==> src/common/ipes_pkg.sv <==
// ingress port event statistics: sizes, register map, field layout, states
// assumes a single core clock; all offsets are byte addresses on a 32-bit APB
package ipes_pkg;
    localparam int unsigned NUM_PORTS = 6;
    localparam int unsigned PORT_W = 3;
    localparam int unsigned NUM_CNT = 4;
    localparam int unsigned CNT_IDX_W = 2;
    localparam int unsigned CNT_W = 40;
    localparam int unsigned LOW_W = 32;
    localparam int unsigned HIGH_W = 8;
    localparam int unsigned EV_W = 12;
    localparam int unsigned PRIO_W = 3;
    localparam int unsigned PRIO_N = 8;
    localparam int unsigned CLASS_W = 3;
    localparam int unsigned BYTES_W = 16;
    localparam int unsigned ADDR_W = 12;
    localparam int unsigned DATA_W = 32;
    localparam int unsigned ROW_W = NUM_CNT * CNT_W;

    // global page: paddr[11:8] == 0
    localparam logic [3:0] PAGE_GLOBAL = 4'h0;
    localparam logic [5:0] IDX_CLEAR = 6'h04;
    // port pages: 0x100 + port * 0x40; paddr[11:6] holds port + PORT_PAGE0
    localparam logic [5:0] PORT_PAGE0 = 6'h04;
    localparam logic [1:0] KIND_SETUP = 2'h0;
    localparam logic [1:0] KIND_LOW = 2'h1;
    localparam logic [1:0] KIND_HIGH = 2'h2;
    localparam logic [1:0] KIND_STICKY = 2'h3;

    // per_counter_setup fields and the clear register bit
    localparam int unsigned PRIO_LSB = 0;
    localparam int unsigned CLASS_LSB = 8;
    localparam int unsigned BYTE_SEL_BIT = 12;
    localparam int unsigned CLEAR_BIT = 0;

    localparam logic [PRIO_N-1:0] PRIO_RST = 8'h00;
    localparam logic [CLASS_W-1:0] CLASS_RST = 3'h0;
    localparam logic [EV_W-1:0] TRIG_RST = 12'h000;

    // frame class codes
    localparam logic [CLASS_W-1:0] CLS_OK_NOMATCH = 3'h0;
    localparam logic [CLASS_W-1:0] CLS_OK_MATCH = 3'h1;
    localparam logic [CLASS_W-1:0] CLS_ERR_MATCH = 3'h2;
    localparam logic [CLASS_W-1:0] CLS_ANY_MATCH = 3'h3;
    localparam logic [CLASS_W-1:0] CLS_ERR_NOMATCH = 3'h4;
    localparam logic [CLASS_W-1:0] CLS_ERR_ANY = 3'h5;

    typedef enum logic [2:0] {
        ST_IDLE = 3'h0,
        ST_BUS = 3'h1,
        ST_ACK = 3'h3,
        ST_CLR = 3'h2,
        ST_FRM = 3'h4
    } ipes_state_type;
endpackage

==> src/hw/ipes_cnt_mem.sv <==
// counter storage: one row of four 40-bit counts per port
// assumes one read and one write per cycle; read data are registered
`timescale 1ns/1ns
module ipes_cnt_mem (
    input wire logic sys_clk_i,
    input wire logic rst_i,
    input wire logic rd_en_i,
    input wire logic [ipes_pkg::PORT_W-1:0] rd_addr_i,
    output logic [ipes_pkg::ROW_W-1:0] rd_data_o,
    input wire logic wr_en_i,
    input wire logic [ipes_pkg::PORT_W-1:0] wr_addr_i,
    input wire logic [ipes_pkg::ROW_W-1:0] wr_data_i
);
    import ipes_pkg::*;

    // array has no reset: contents are undefined until the clear sweep runs
    logic [ROW_W-1:0] mem_q [NUM_PORTS];
    logic [ROW_W-1:0] rd_data_q;

    always_ff @(posedge sys_clk_i) begin
        if (wr_en_i) begin
            mem_q[wr_addr_i] <= wr_data_i;
        end
    end

    always_ff @(posedge sys_clk_i or posedge rst_i) begin
        if (rst_i) begin
            rd_data_q <= '0;
        end else if (rd_en_i) begin
            rd_data_q <= mem_q[rd_addr_i];
        end
    end

    assign rd_data_o = rd_data_q;
endmodule

==> src/hw/ipes_top.sv <==
// ingress port statistics: four 40-bit counters per port, APB register slave
// assumes frames come from same-clock analyzer logic with a valid/ready handshake
//
// Chosen here: the register offsets and register access over APB.
`timescale 1ns/1ns
module ipes_top (
    input wire logic sys_clk_i,
    input wire logic rst_i,
    input wire logic psel_i,
    input wire logic penable_i,
    input wire logic pwrite_i,
    input wire logic [ipes_pkg::ADDR_W-1:0] paddr_i,
    input wire logic [ipes_pkg::DATA_W-1:0] pwdata_i,
    output logic pready_o,
    output logic [ipes_pkg::DATA_W-1:0] prdata_o,
    output logic pslverr_o,
    input wire logic frm_valid_i,
    output logic frm_ready_o,
    input wire logic [ipes_pkg::PORT_W-1:0] frm_port_i,
    input wire logic [ipes_pkg::PRIO_W-1:0] frm_prio_i,
    input wire logic [ipes_pkg::BYTES_W-1:0] frm_bytes_i,
    input wire logic frm_error_i,
    input wire logic frm_no_dest_i,
    input wire logic [3:0] frm_sticky_ev_i,
    input wire logic [3:0] frm_port_pol_ev_i,
    input wire logic [1:0] frm_storm_ev_i,
    input wire logic frm_acl_ev_i,
    input wire logic frm_loopback_i
);
    import ipes_pkg::*;

    function automatic logic class_hit(input logic [CLASS_W-1:0] code, input logic err,
                                       input logic match);
        logic hit;
        hit = 1'b0;
        unique case (code)
            CLS_OK_NOMATCH: hit = !err && !match;
            CLS_OK_MATCH: hit = !err && match;
            CLS_ERR_MATCH: hit = err && match;
            CLS_ANY_MATCH: hit = match;
            CLS_ERR_NOMATCH: hit = err && !match;
            CLS_ERR_ANY: hit = err;
            default: hit = 1'b0;
        endcase
        return hit;
    endfunction

    ipes_state_type state_q;
    ipes_state_type state_d;

    logic [EV_W-1:0] trig_q [NUM_CNT];
    logic [NUM_PORTS-1:0][NUM_CNT-1:0][PRIO_N-1:0] prio_mask_q;
    logic [NUM_PORTS-1:0][NUM_CNT-1:0][CLASS_W-1:0] class_q;
    logic [NUM_PORTS-1:0][NUM_CNT-1:0] byte_sel_q;
    logic [NUM_PORTS-1:0][EV_W-1:0] sticky_q;
    logic [HIGH_W-1:0] shadow_q;
    logic clr_busy_q;
    logic [PORT_W-1:0] clr_idx_q;

    logic [PORT_W-1:0] f_port_q;
    logic [PRIO_W-1:0] f_prio_q;
    logic [BYTES_W-1:0] f_bytes_q;
    logic f_err_q;
    logic [EV_W-1:0] f_ev_q;

    logic ack_q;
    logic err_q;
    logic [DATA_W-1:0] prdata_q;

    // frame side
    logic [EV_W-1:0] ev_vec;
    logic frm_take;
    logic frm_port_ok;
    assign ev_vec = {frm_loopback_i, frm_acl_ev_i, frm_storm_ev_i,
                     frm_port_pol_ev_i,
                     frm_sticky_ev_i};

    // apb decode
    logic access;
    logic aligned;
    logic glb_page;
    logic trig_hit;
    logic clr_hit;
    logic [5:0] port_page;
    logic port_hit;
    logic [PORT_W-1:0] a_port;
    logic [1:0] a_kind;
    logic [CNT_IDX_W-1:0] a_cnt;
    logic cfg_hit;
    logic lo_hit;
    logic hi_hit;
    logic sticky_hit;
    logic cnt_hit;
    logic mapped;
    logic bus_wait;
    logic ack_set;
    logic bus_done;
    logic bus_wr;

    assign access = psel_i && penable_i;
    assign aligned = paddr_i[1:0] == 2'h0;
    assign glb_page = paddr_i[11:8] == PAGE_GLOBAL;
    assign trig_hit = aligned && glb_page && paddr_i[7:4] == 4'h0;
    assign clr_hit = aligned && glb_page && paddr_i[7:2] == IDX_CLEAR;
    assign port_page = paddr_i[11:6];
    assign port_hit = aligned && port_page >= PORT_PAGE0 &&
                      port_page < PORT_PAGE0 + 6'(NUM_PORTS);
    assign a_port = PORT_W'(port_page - PORT_PAGE0);
    assign a_kind = paddr_i[5:4];
    assign a_cnt = paddr_i[3:2];
    assign cfg_hit = port_hit && a_kind == KIND_SETUP;
    assign lo_hit = port_hit && a_kind == KIND_LOW;
    assign hi_hit = port_hit && a_kind == KIND_HIGH;
    assign sticky_hit = port_hit && a_kind == KIND_STICKY && a_cnt == 2'h0;
    assign cnt_hit = lo_hit || hi_hit;
    assign mapped = trig_hit || clr_hit || cfg_hit || sticky_hit || cnt_hit;

    // a pending counter access wins over frames so software is never starved
    assign bus_wait = access && cnt_hit && !ack_q;
    assign ack_set = access && !ack_q && (!cnt_hit || state_q == ST_BUS);
    assign bus_done = access && ack_q;
    assign bus_wr = bus_done && pwrite_i;

    assign frm_ready_o = state_q == ST_IDLE && !clr_busy_q && !bus_wait;
    assign frm_take = frm_valid_i && frm_ready_o;
    assign frm_port_ok = frm_port_i < PORT_W'(NUM_PORTS);

    // counter row from memory
    logic [ROW_W-1:0] row_rd;
    logic [NUM_CNT-1:0][CNT_W-1:0] cur_cnt;
    logic [NUM_CNT-1:0][CNT_W-1:0] frm_cnt;
    logic [NUM_CNT-1:0][CNT_W-1:0] bus_cnt;
    logic [CNT_W-1:0] sel_cnt;
    assign cur_cnt = row_rd;
    assign sel_cnt = cur_cnt[a_cnt];

    // per-counter evaluation for the captured frame, using its ingress port
    genvar c;
    generate
        for (c = 0; c < NUM_CNT; c++) begin : g_cnt
            logic prio_ok;
            logic ev_match;
            logic hit;
            logic [CNT_W-1:0] step;
            assign prio_ok = prio_mask_q[f_port_q][c][f_prio_q];
            assign ev_match = |(trig_q[c] & f_ev_q);
            assign hit = prio_ok &&
                         class_hit(class_q[f_port_q][c], f_err_q, ev_match);
            assign step = byte_sel_q[f_port_q][c] ? CNT_W'(f_bytes_q) : CNT_W'(1);
            // 40-bit add drops the carry: silent wrap
            assign frm_cnt[c] = hit ? cur_cnt[c] + step : cur_cnt[c];
            assign bus_cnt[c] = (a_cnt != CNT_IDX_W'(c)) ? cur_cnt[c] :
                                lo_hit ? {cur_cnt[c][CNT_W-1:LOW_W], pwdata_i} :
                                {pwdata_i[HIGH_W-1:0], cur_cnt[c][LOW_W-1:0]};
        end
    endgenerate

    // memory port steering
    logic go_bus;
    logic go_frm;
    logic rd_en;
    logic [PORT_W-1:0] rd_addr;
    logic wr_en;
    logic [PORT_W-1:0] wr_addr;
    logic [ROW_W-1:0] wr_data;
    assign go_bus = state_q == ST_IDLE && !clr_busy_q && bus_wait;
    assign go_frm = frm_take && frm_port_ok;
    assign rd_en = go_bus || go_frm;
    assign rd_addr = go_bus ? a_port : frm_port_i;
    assign wr_en = state_q == ST_FRM || state_q == ST_CLR ||
                   (state_q == ST_ACK && bus_wr);
    assign wr_addr = state_q == ST_FRM ? f_port_q :
                     state_q == ST_CLR ? clr_idx_q : a_port;
    assign wr_data = state_q == ST_FRM ? frm_cnt :
                     state_q == ST_CLR ? ROW_W'(0) : bus_cnt;

    ipes_cnt_mem u_mem (
        .sys_clk_i(sys_clk_i),
        .rst_i(rst_i),
        .rd_en_i(rd_en),
        .rd_addr_i(rd_addr),
        .rd_data_o(row_rd),
        .wr_en_i(wr_en),
        .wr_addr_i(wr_addr),
        .wr_data_i(wr_data)
    );

    // read data selection
    logic [DATA_W-1:0] cfg_word;
    logic [DATA_W-1:0] rd_mux;
    assign cfg_word = DATA_W'({byte_sel_q[a_port][a_cnt], 1'b0,
                               class_q[a_port][a_cnt], prio_mask_q[a_port][a_cnt]});
    assign rd_mux = !mapped ? DATA_W'(0) :
                    trig_hit ? DATA_W'(trig_q[paddr_i[3:2]]) :
                    clr_hit ? DATA_W'(clr_busy_q) :
                    cfg_hit ? cfg_word :
                    sticky_hit ? DATA_W'(sticky_q[a_port]) :
                    lo_hit ? sel_cnt[LOW_W-1:0] :
                    DATA_W'(shadow_q);

    // sequencer
    logic clr_last;
    assign clr_last = clr_idx_q == PORT_W'(NUM_PORTS - 1);

    always_comb begin
        state_d = state_q;
        unique case (state_q)
            ST_IDLE: begin
                if (clr_busy_q) begin
                    state_d = ST_CLR;
                end else if (go_bus) begin
                    state_d = ST_BUS;
                end else if (go_frm) begin
                    state_d = ST_FRM;
                end
            end
            ST_BUS: state_d = ST_ACK;
            ST_ACK: state_d = ST_IDLE;
            ST_FRM: state_d = ST_IDLE;
            ST_CLR: begin
                if (clr_last) begin
                    state_d = ST_IDLE;
                end
            end
            default: state_d = ST_IDLE;
        endcase
    end

    always_ff @(posedge sys_clk_i or posedge rst_i) begin
        if (rst_i) begin
            state_q <= ST_IDLE;
        end else begin
            state_q <= state_d;
        end
    end

    // frame capture; the mac has already dropped runts, pause and control frames
    always_ff @(posedge sys_clk_i or posedge rst_i) begin
        if (rst_i) begin
            f_port_q <= '0;
            f_prio_q <= '0;
            f_bytes_q <= '0;
            f_err_q <= 1'b0;
            f_ev_q <= '0;
        end else if (go_frm) begin
            f_port_q <= frm_port_i;
            f_prio_q <= frm_prio_i;
            f_bytes_q <= frm_bytes_i;
            f_err_q <= frm_error_i || frm_no_dest_i;
            f_ev_q <= ev_vec;
        end
    end

    // clear sweep: one memory row per cycle, frames held off meanwhile
    always_ff @(posedge sys_clk_i or posedge rst_i) begin
        if (rst_i) begin
            clr_busy_q <= 1'b0;
            clr_idx_q <= '0;
        end else begin
            if (state_q == ST_CLR) begin
                clr_idx_q <= clr_last ? PORT_W'(0) : clr_idx_q + PORT_W'(1);
                if (clr_last) begin
                    clr_busy_q <= 1'b0;
                end
            end
            if (bus_wr && clr_hit && pwdata_i[CLEAR_BIT]) begin
                clr_busy_q <= 1'b1;
            end
        end
    end

    // sticky events: set by frames, zeroed only by the sweep
    always_ff @(posedge sys_clk_i or posedge rst_i) begin
        if (rst_i) begin
            sticky_q <= '0;
        end else if (state_q == ST_CLR) begin
            sticky_q[clr_idx_q] <= '0;
        end else if (state_q == ST_FRM) begin
            sticky_q[f_port_q] <= sticky_q[f_port_q] | f_ev_q;
        end
    end

    // shadow of the high byte, taken when a low-word read completes
    always_ff @(posedge sys_clk_i or posedge rst_i) begin
        if (rst_i) begin
            shadow_q <= '0;
        end else if (state_q == ST_CLR) begin
            shadow_q <= '0;
        end else if (bus_done && !pwrite_i && lo_hit) begin
            shadow_q <= sel_cnt[CNT_W-1:LOW_W];
        end
    end

    // configuration registers
    always_ff @(posedge sys_clk_i or posedge rst_i) begin
        if (rst_i) begin
            for (int i = 0; i < NUM_CNT; i++) begin
                trig_q[i] <= TRIG_RST;
            end
        end else if (bus_wr && trig_hit) begin
            trig_q[paddr_i[3:2]] <= pwdata_i[EV_W-1:0];
        end
    end

    always_ff @(posedge sys_clk_i or posedge rst_i) begin
        if (rst_i) begin
            prio_mask_q <= {(NUM_PORTS * NUM_CNT){PRIO_RST}};
            class_q <= {(NUM_PORTS * NUM_CNT){CLASS_RST}};
            byte_sel_q <= '0;
        end else if (bus_wr && cfg_hit) begin
            prio_mask_q[a_port][a_cnt] <= pwdata_i[PRIO_LSB +: PRIO_N];
            class_q[a_port][a_cnt] <= pwdata_i[CLASS_LSB +: CLASS_W];
            byte_sel_q[a_port][a_cnt] <= pwdata_i[BYTE_SEL_BIT];
        end
    end

    // apb answer: pready one cycle after data are ready, read data registered
    always_ff @(posedge sys_clk_i or posedge rst_i) begin
        if (rst_i) begin
            ack_q <= 1'b0;
            err_q <= 1'b0;
            prdata_q <= '0;
        end else if (ack_set) begin
            ack_q <= 1'b1;
            err_q <= !mapped;
            prdata_q <= pwrite_i ? DATA_W'(0) : rd_mux;
        end else begin
            ack_q <= 1'b0;
            err_q <= 1'b0;
        end
    end

    assign pready_o = ack_q;
    assign pslverr_o = ack_q && err_q;
    assign prdata_o = prdata_q;
endmodule

==> config.mk <==
export PLATFORM = sky130hd
export DESIGN_NAME = ipes_top
export DESIGN_NICKNAME = d
export VERILOG_FILES = /design/src/common/ipes_pkg.sv /design/src/hw/ipes_cnt_mem.sv /design/src/hw/ipes_top.sv
export SDC_FILE = /design/constraint.sdc
export NUM_CORES = 2
export LEC_CHECK = 0
export BUFFER_PORTS_ARGS = -buffer_cell sky130_fd_sc_hd__buf_2
export CORE_ASPECT_RATIO = 1.1
export CORE_UTILIZATION = 28
export CTS_BUF_LIST = sky130_fd_sc_hd__clkbuf_2
export DETAILED_ROUTE_END_ITERATION = 8
export GPL_TIMING_DRIVEN = 1
export SETUP_SLACK_MARGIN = 0.2
export SLEW_MARGIN = 30
export SYNTH_ARGS = -nofsm -noshare
export SYNTH_HDL_FRONTEND = slang
export SYNTH_SLANG_ARGS = --single-unit
==> constraint.sdc <==
create_clock -name sys_clk_i -period 42.4 [get_ports sys_clk_i]
set_input_delay 4.24 -clock sys_clk_i [delete_from_list [all_inputs] [get_ports sys_clk_i]]
set_output_delay 4.24 -clock sys_clk_i [all_outputs]
set_load 0.02 [all_outputs]
==> flow_summary.toml <==
[layout]
drive_gt1_share_pct = 26.5
layout_commonest_cell = "edfxtp_1"
area_delta_synth_final_pct = 11.1
fin_nets = 6174
fin_area_um2 = 84900
final_cell_mix = "960 x edfxtp_1, 672 x nand2_1, 649 x dfrtp_1, 599 x clkbuf_2, 407 x mux2_2"

[route]
wl_um = 264000
drc = 0
dr.pass1.iters = 7
ant_nets = 0
drt_first_iter_violations = 6371
viasPerCell = 5.55
num_vias = 55404
wire_per_inst_um = 26.5

[synth]
yosysWarnings = 0
synth_edf_count = 960
synthCells = 5767
synthArstFlopShare_pct = 40.4
ys.flop_type = "edfxtp_1"
synth-seq-area-share_pct = 59.1
synth.avg_cell_area_um2 = 13.2
synth_nets = 5921
ys_ff_latch = 1612
netlist_area_um2 = 76400
synth.distinct_cells = 104

[global_route]
use_met2_pct = 29.5
busiest_layer = "met2"
grt_pass1_wl_um = 383000
grt_remaining_overflow = 0
grt_util_met1_pct = 24.7
grt_use_total_pct = 18.8
grt_pass1_vias = 55038
grt_max_degree = 149
met3_usage_pct = 4.28
antenna_found_initial = 23

[clock_tree]
clk_path_buf_depth = 4
insertion_delay_ps = 1940
numCtsBuffers = 403
clock-sinks = 1612
cts-root-buf = "clkbuf_2"
h-tree-depth = 5
hold_buffers = 0
cts_setup_buffers = 0
post_cts_resized = 0
clkTransAtPathRegs_ps = 110
cts_tree = "yes"

[setup_path]
cp-start-kind = "input port"
crit_chain = "buf_4 -> or3b_4 -> a21oi_4 -> and2_4 -> a21oi_1 -> buf_2"
crit_buf_inv = 2
arrival_ps = 5830
slowest_delay_ps = 500
critPathMaxFanout = 26
cp_slowest_cell = "or3b_4"
crit_type = "input port to output port"
end_kind = "output port"
worstPathRequired_ps = 38160
crit_family = "simple AND/OR/NAND/NOR gates"

[timing]
rsz0062_at_grt = "no"
maxSlewViolCount = 0
fin_tns_setup_ps = 0
post-route-period-util_pct = 23.7
finalHoldViolCount = 0
min_period_ps = 10070
slew_headroom_pct = 18.0
finalSetupViolCount = 0
fin_skew_ps = 286
worst_pin_slew_ps = 1230
fmax_mhz = 99.3

[placed_design]
globalplace.congestion = 0.872
dp_hpwl_um = 158000
io_buffer_count = 120
placed_area_um2 = 81200

[floorplanning]
die_area_um2 = 275000
chipWidth_um = 500
pin_count = 121
row_count = 200
die_y_um = 550
initial_core_util_pct = 28.2
core_um2 = 271000

[pwr]
total_leakage_power_nw = 32.4
p_per_area_nw_per_um2 = 45.9
irDropWorstVdd_v = 0.0000295

[worst_hold_path]
min-delay-path-class = "flip-flop to flip-flop"

[outcome]
status = "completed"

[job]
cap_violations = 0
logic make-up after synthesis:
family | Yosys count | share of synthesized area, %
AO/OA/AOI/OAI | 1170 | 11.3
XOR/XNOR | 85 | 0.975
adder cells (fa/ha/maj) | 68 | 1.15
buffers and inverters | 481 | 2.80
flip-flops | 1612 | 59.1
multiplexers | 861 | 15.6
AND/OR/NAND/NOR | 1490 | 9.13
power breakdown:
part           total, mW  internal (mW)  switching [mW]
combinational      0.808          0.282           0.526
sequential          2.02           1.87           0.158
clock               1.06          0.405           0.655
state kept, by name (all words and copies together), names as in the netlist, 3 cells and up:
signal and count:
byte_sel_q 24, class_q 72, clr_idx_q 3, f_bytes_q 16
f_ev_q 12, f_port_q 3, f_prio_q 3, prdata_o 32
prio_mask_q 192, shadow_q 8, state_q 3, sticky_q 72
trig_q 48, u_mem.mem_q 960, u_mem.rd_data_o 160
cell usage after synthesis (50+ instances only):
| cell type | number | area, µm² |
|---|---|---|
| buf_2 | 88 | 440 |
| a22o_1 | 82 | 718 |
| mux4_2 | 219 | 4930 |
| nand3_1 | 221 | 1110 |
| and2_1 | 51 | 319 |
| dfrtp_1 | 652 | 16300 |
| nand2_1 | 677 | 2540 |
| mux2_2 | 408 | 4590 |
| o221a_2 | 50 | 563 |
| o221a_1 | 98 | 1100 |
| mux2i_1 | 232 | 2320 |
| edfxtp_1 | 960 | 28800 |
| o21ai_0 | 174 | 871 |
| o22ai_1 | 197 | 1230 |
| a21oi_1 | 180 | 901 |
| clkbuf_1 | 256 | 961 |
| ha_1 | 64 | 801 |
| nor3_1 | 56 | 280 |
| nor2_1 | 193 | 724 |
through the flow:
stage / utilization (%) / std cells / setup WS [ps] / power [mW] / hold slack, ps
floorplan: - / 5767 / 19890 / 2.52 / 460
global placement: 30.0 / 9245 / 32380 / 2.82 / 459
detailed placement: 30.0 / 9249 / 32370 / 2.84 / 469
CTS: 31.3 / 9956 / 32360 / 3.90 / 432
global route: 31.4 / 9970 / 32350 / 4.06 / 511
finish: 31.4 / 9974 / 32330 / 3.89 / 472
area by class of cell:
class                   instances  area (µm²)
diodes                         16        40.0
flip-flops and latches       1612       45200
well taps                    3636        4550
clock buffers                 599        3000
clock inverters               108         554
fillers                     27170      186000
inverters                      47         184
repair buffers                282        2000
multi-input cells            3674       29400
routing by layer:
metal  vias up  wire [µm]  share of wire [%]
met4         6      11300                4.3
li1      23108          -                  -
met5         -         34              0.013
met1     28401     106000                 40
met2      3193     121000                 46
met3       696      25200                9.5
final timing paths:
| path | from | end | slack (ps) | cells after the start |
|---|---|---|---|---|
| worst max-delay path | paddr_i[8] | frm_ready_o | 32330 | 6 |
| worst min-delay path | u_mem.mem_q[4][51] | u_mem.rd_data_o[51] | 470 | 3 |
| worst max register to register | f_port_q[1] | u_mem.mem_q[2][154] | 35550 | 19 |
| worst min register to register | u_mem.mem_q[4][51] | u_mem.rd_data_o[51] | 470 | 3 |
| max in group asynchronous | rst_i | u_mem.rd_data_o[73] | 37430 | 5 |
| min in group asynchronous | rst_i | prio_mask_q[117] | 2350 | 2 |
worst register-to-register path, stage by stage, from the launching register on:
cell      delay, ps
dfrtp_4         790
buf_4           660
nor2b_1         140
buf_4           240
a22o_1          270
a221oi_2        260
buf_4           370
or2_2           210
ha_1            270
fa_1            250
a21o_1          170
a21boi_0        170
o31ai_1         670
o221ai_1        290
nand3b_1        370
a221o_1         380
buf_4           230
nor3_1          250
a21oi_1         110
o21ai_0         590
Note: power is estimated with default switching activity, not from simulation.
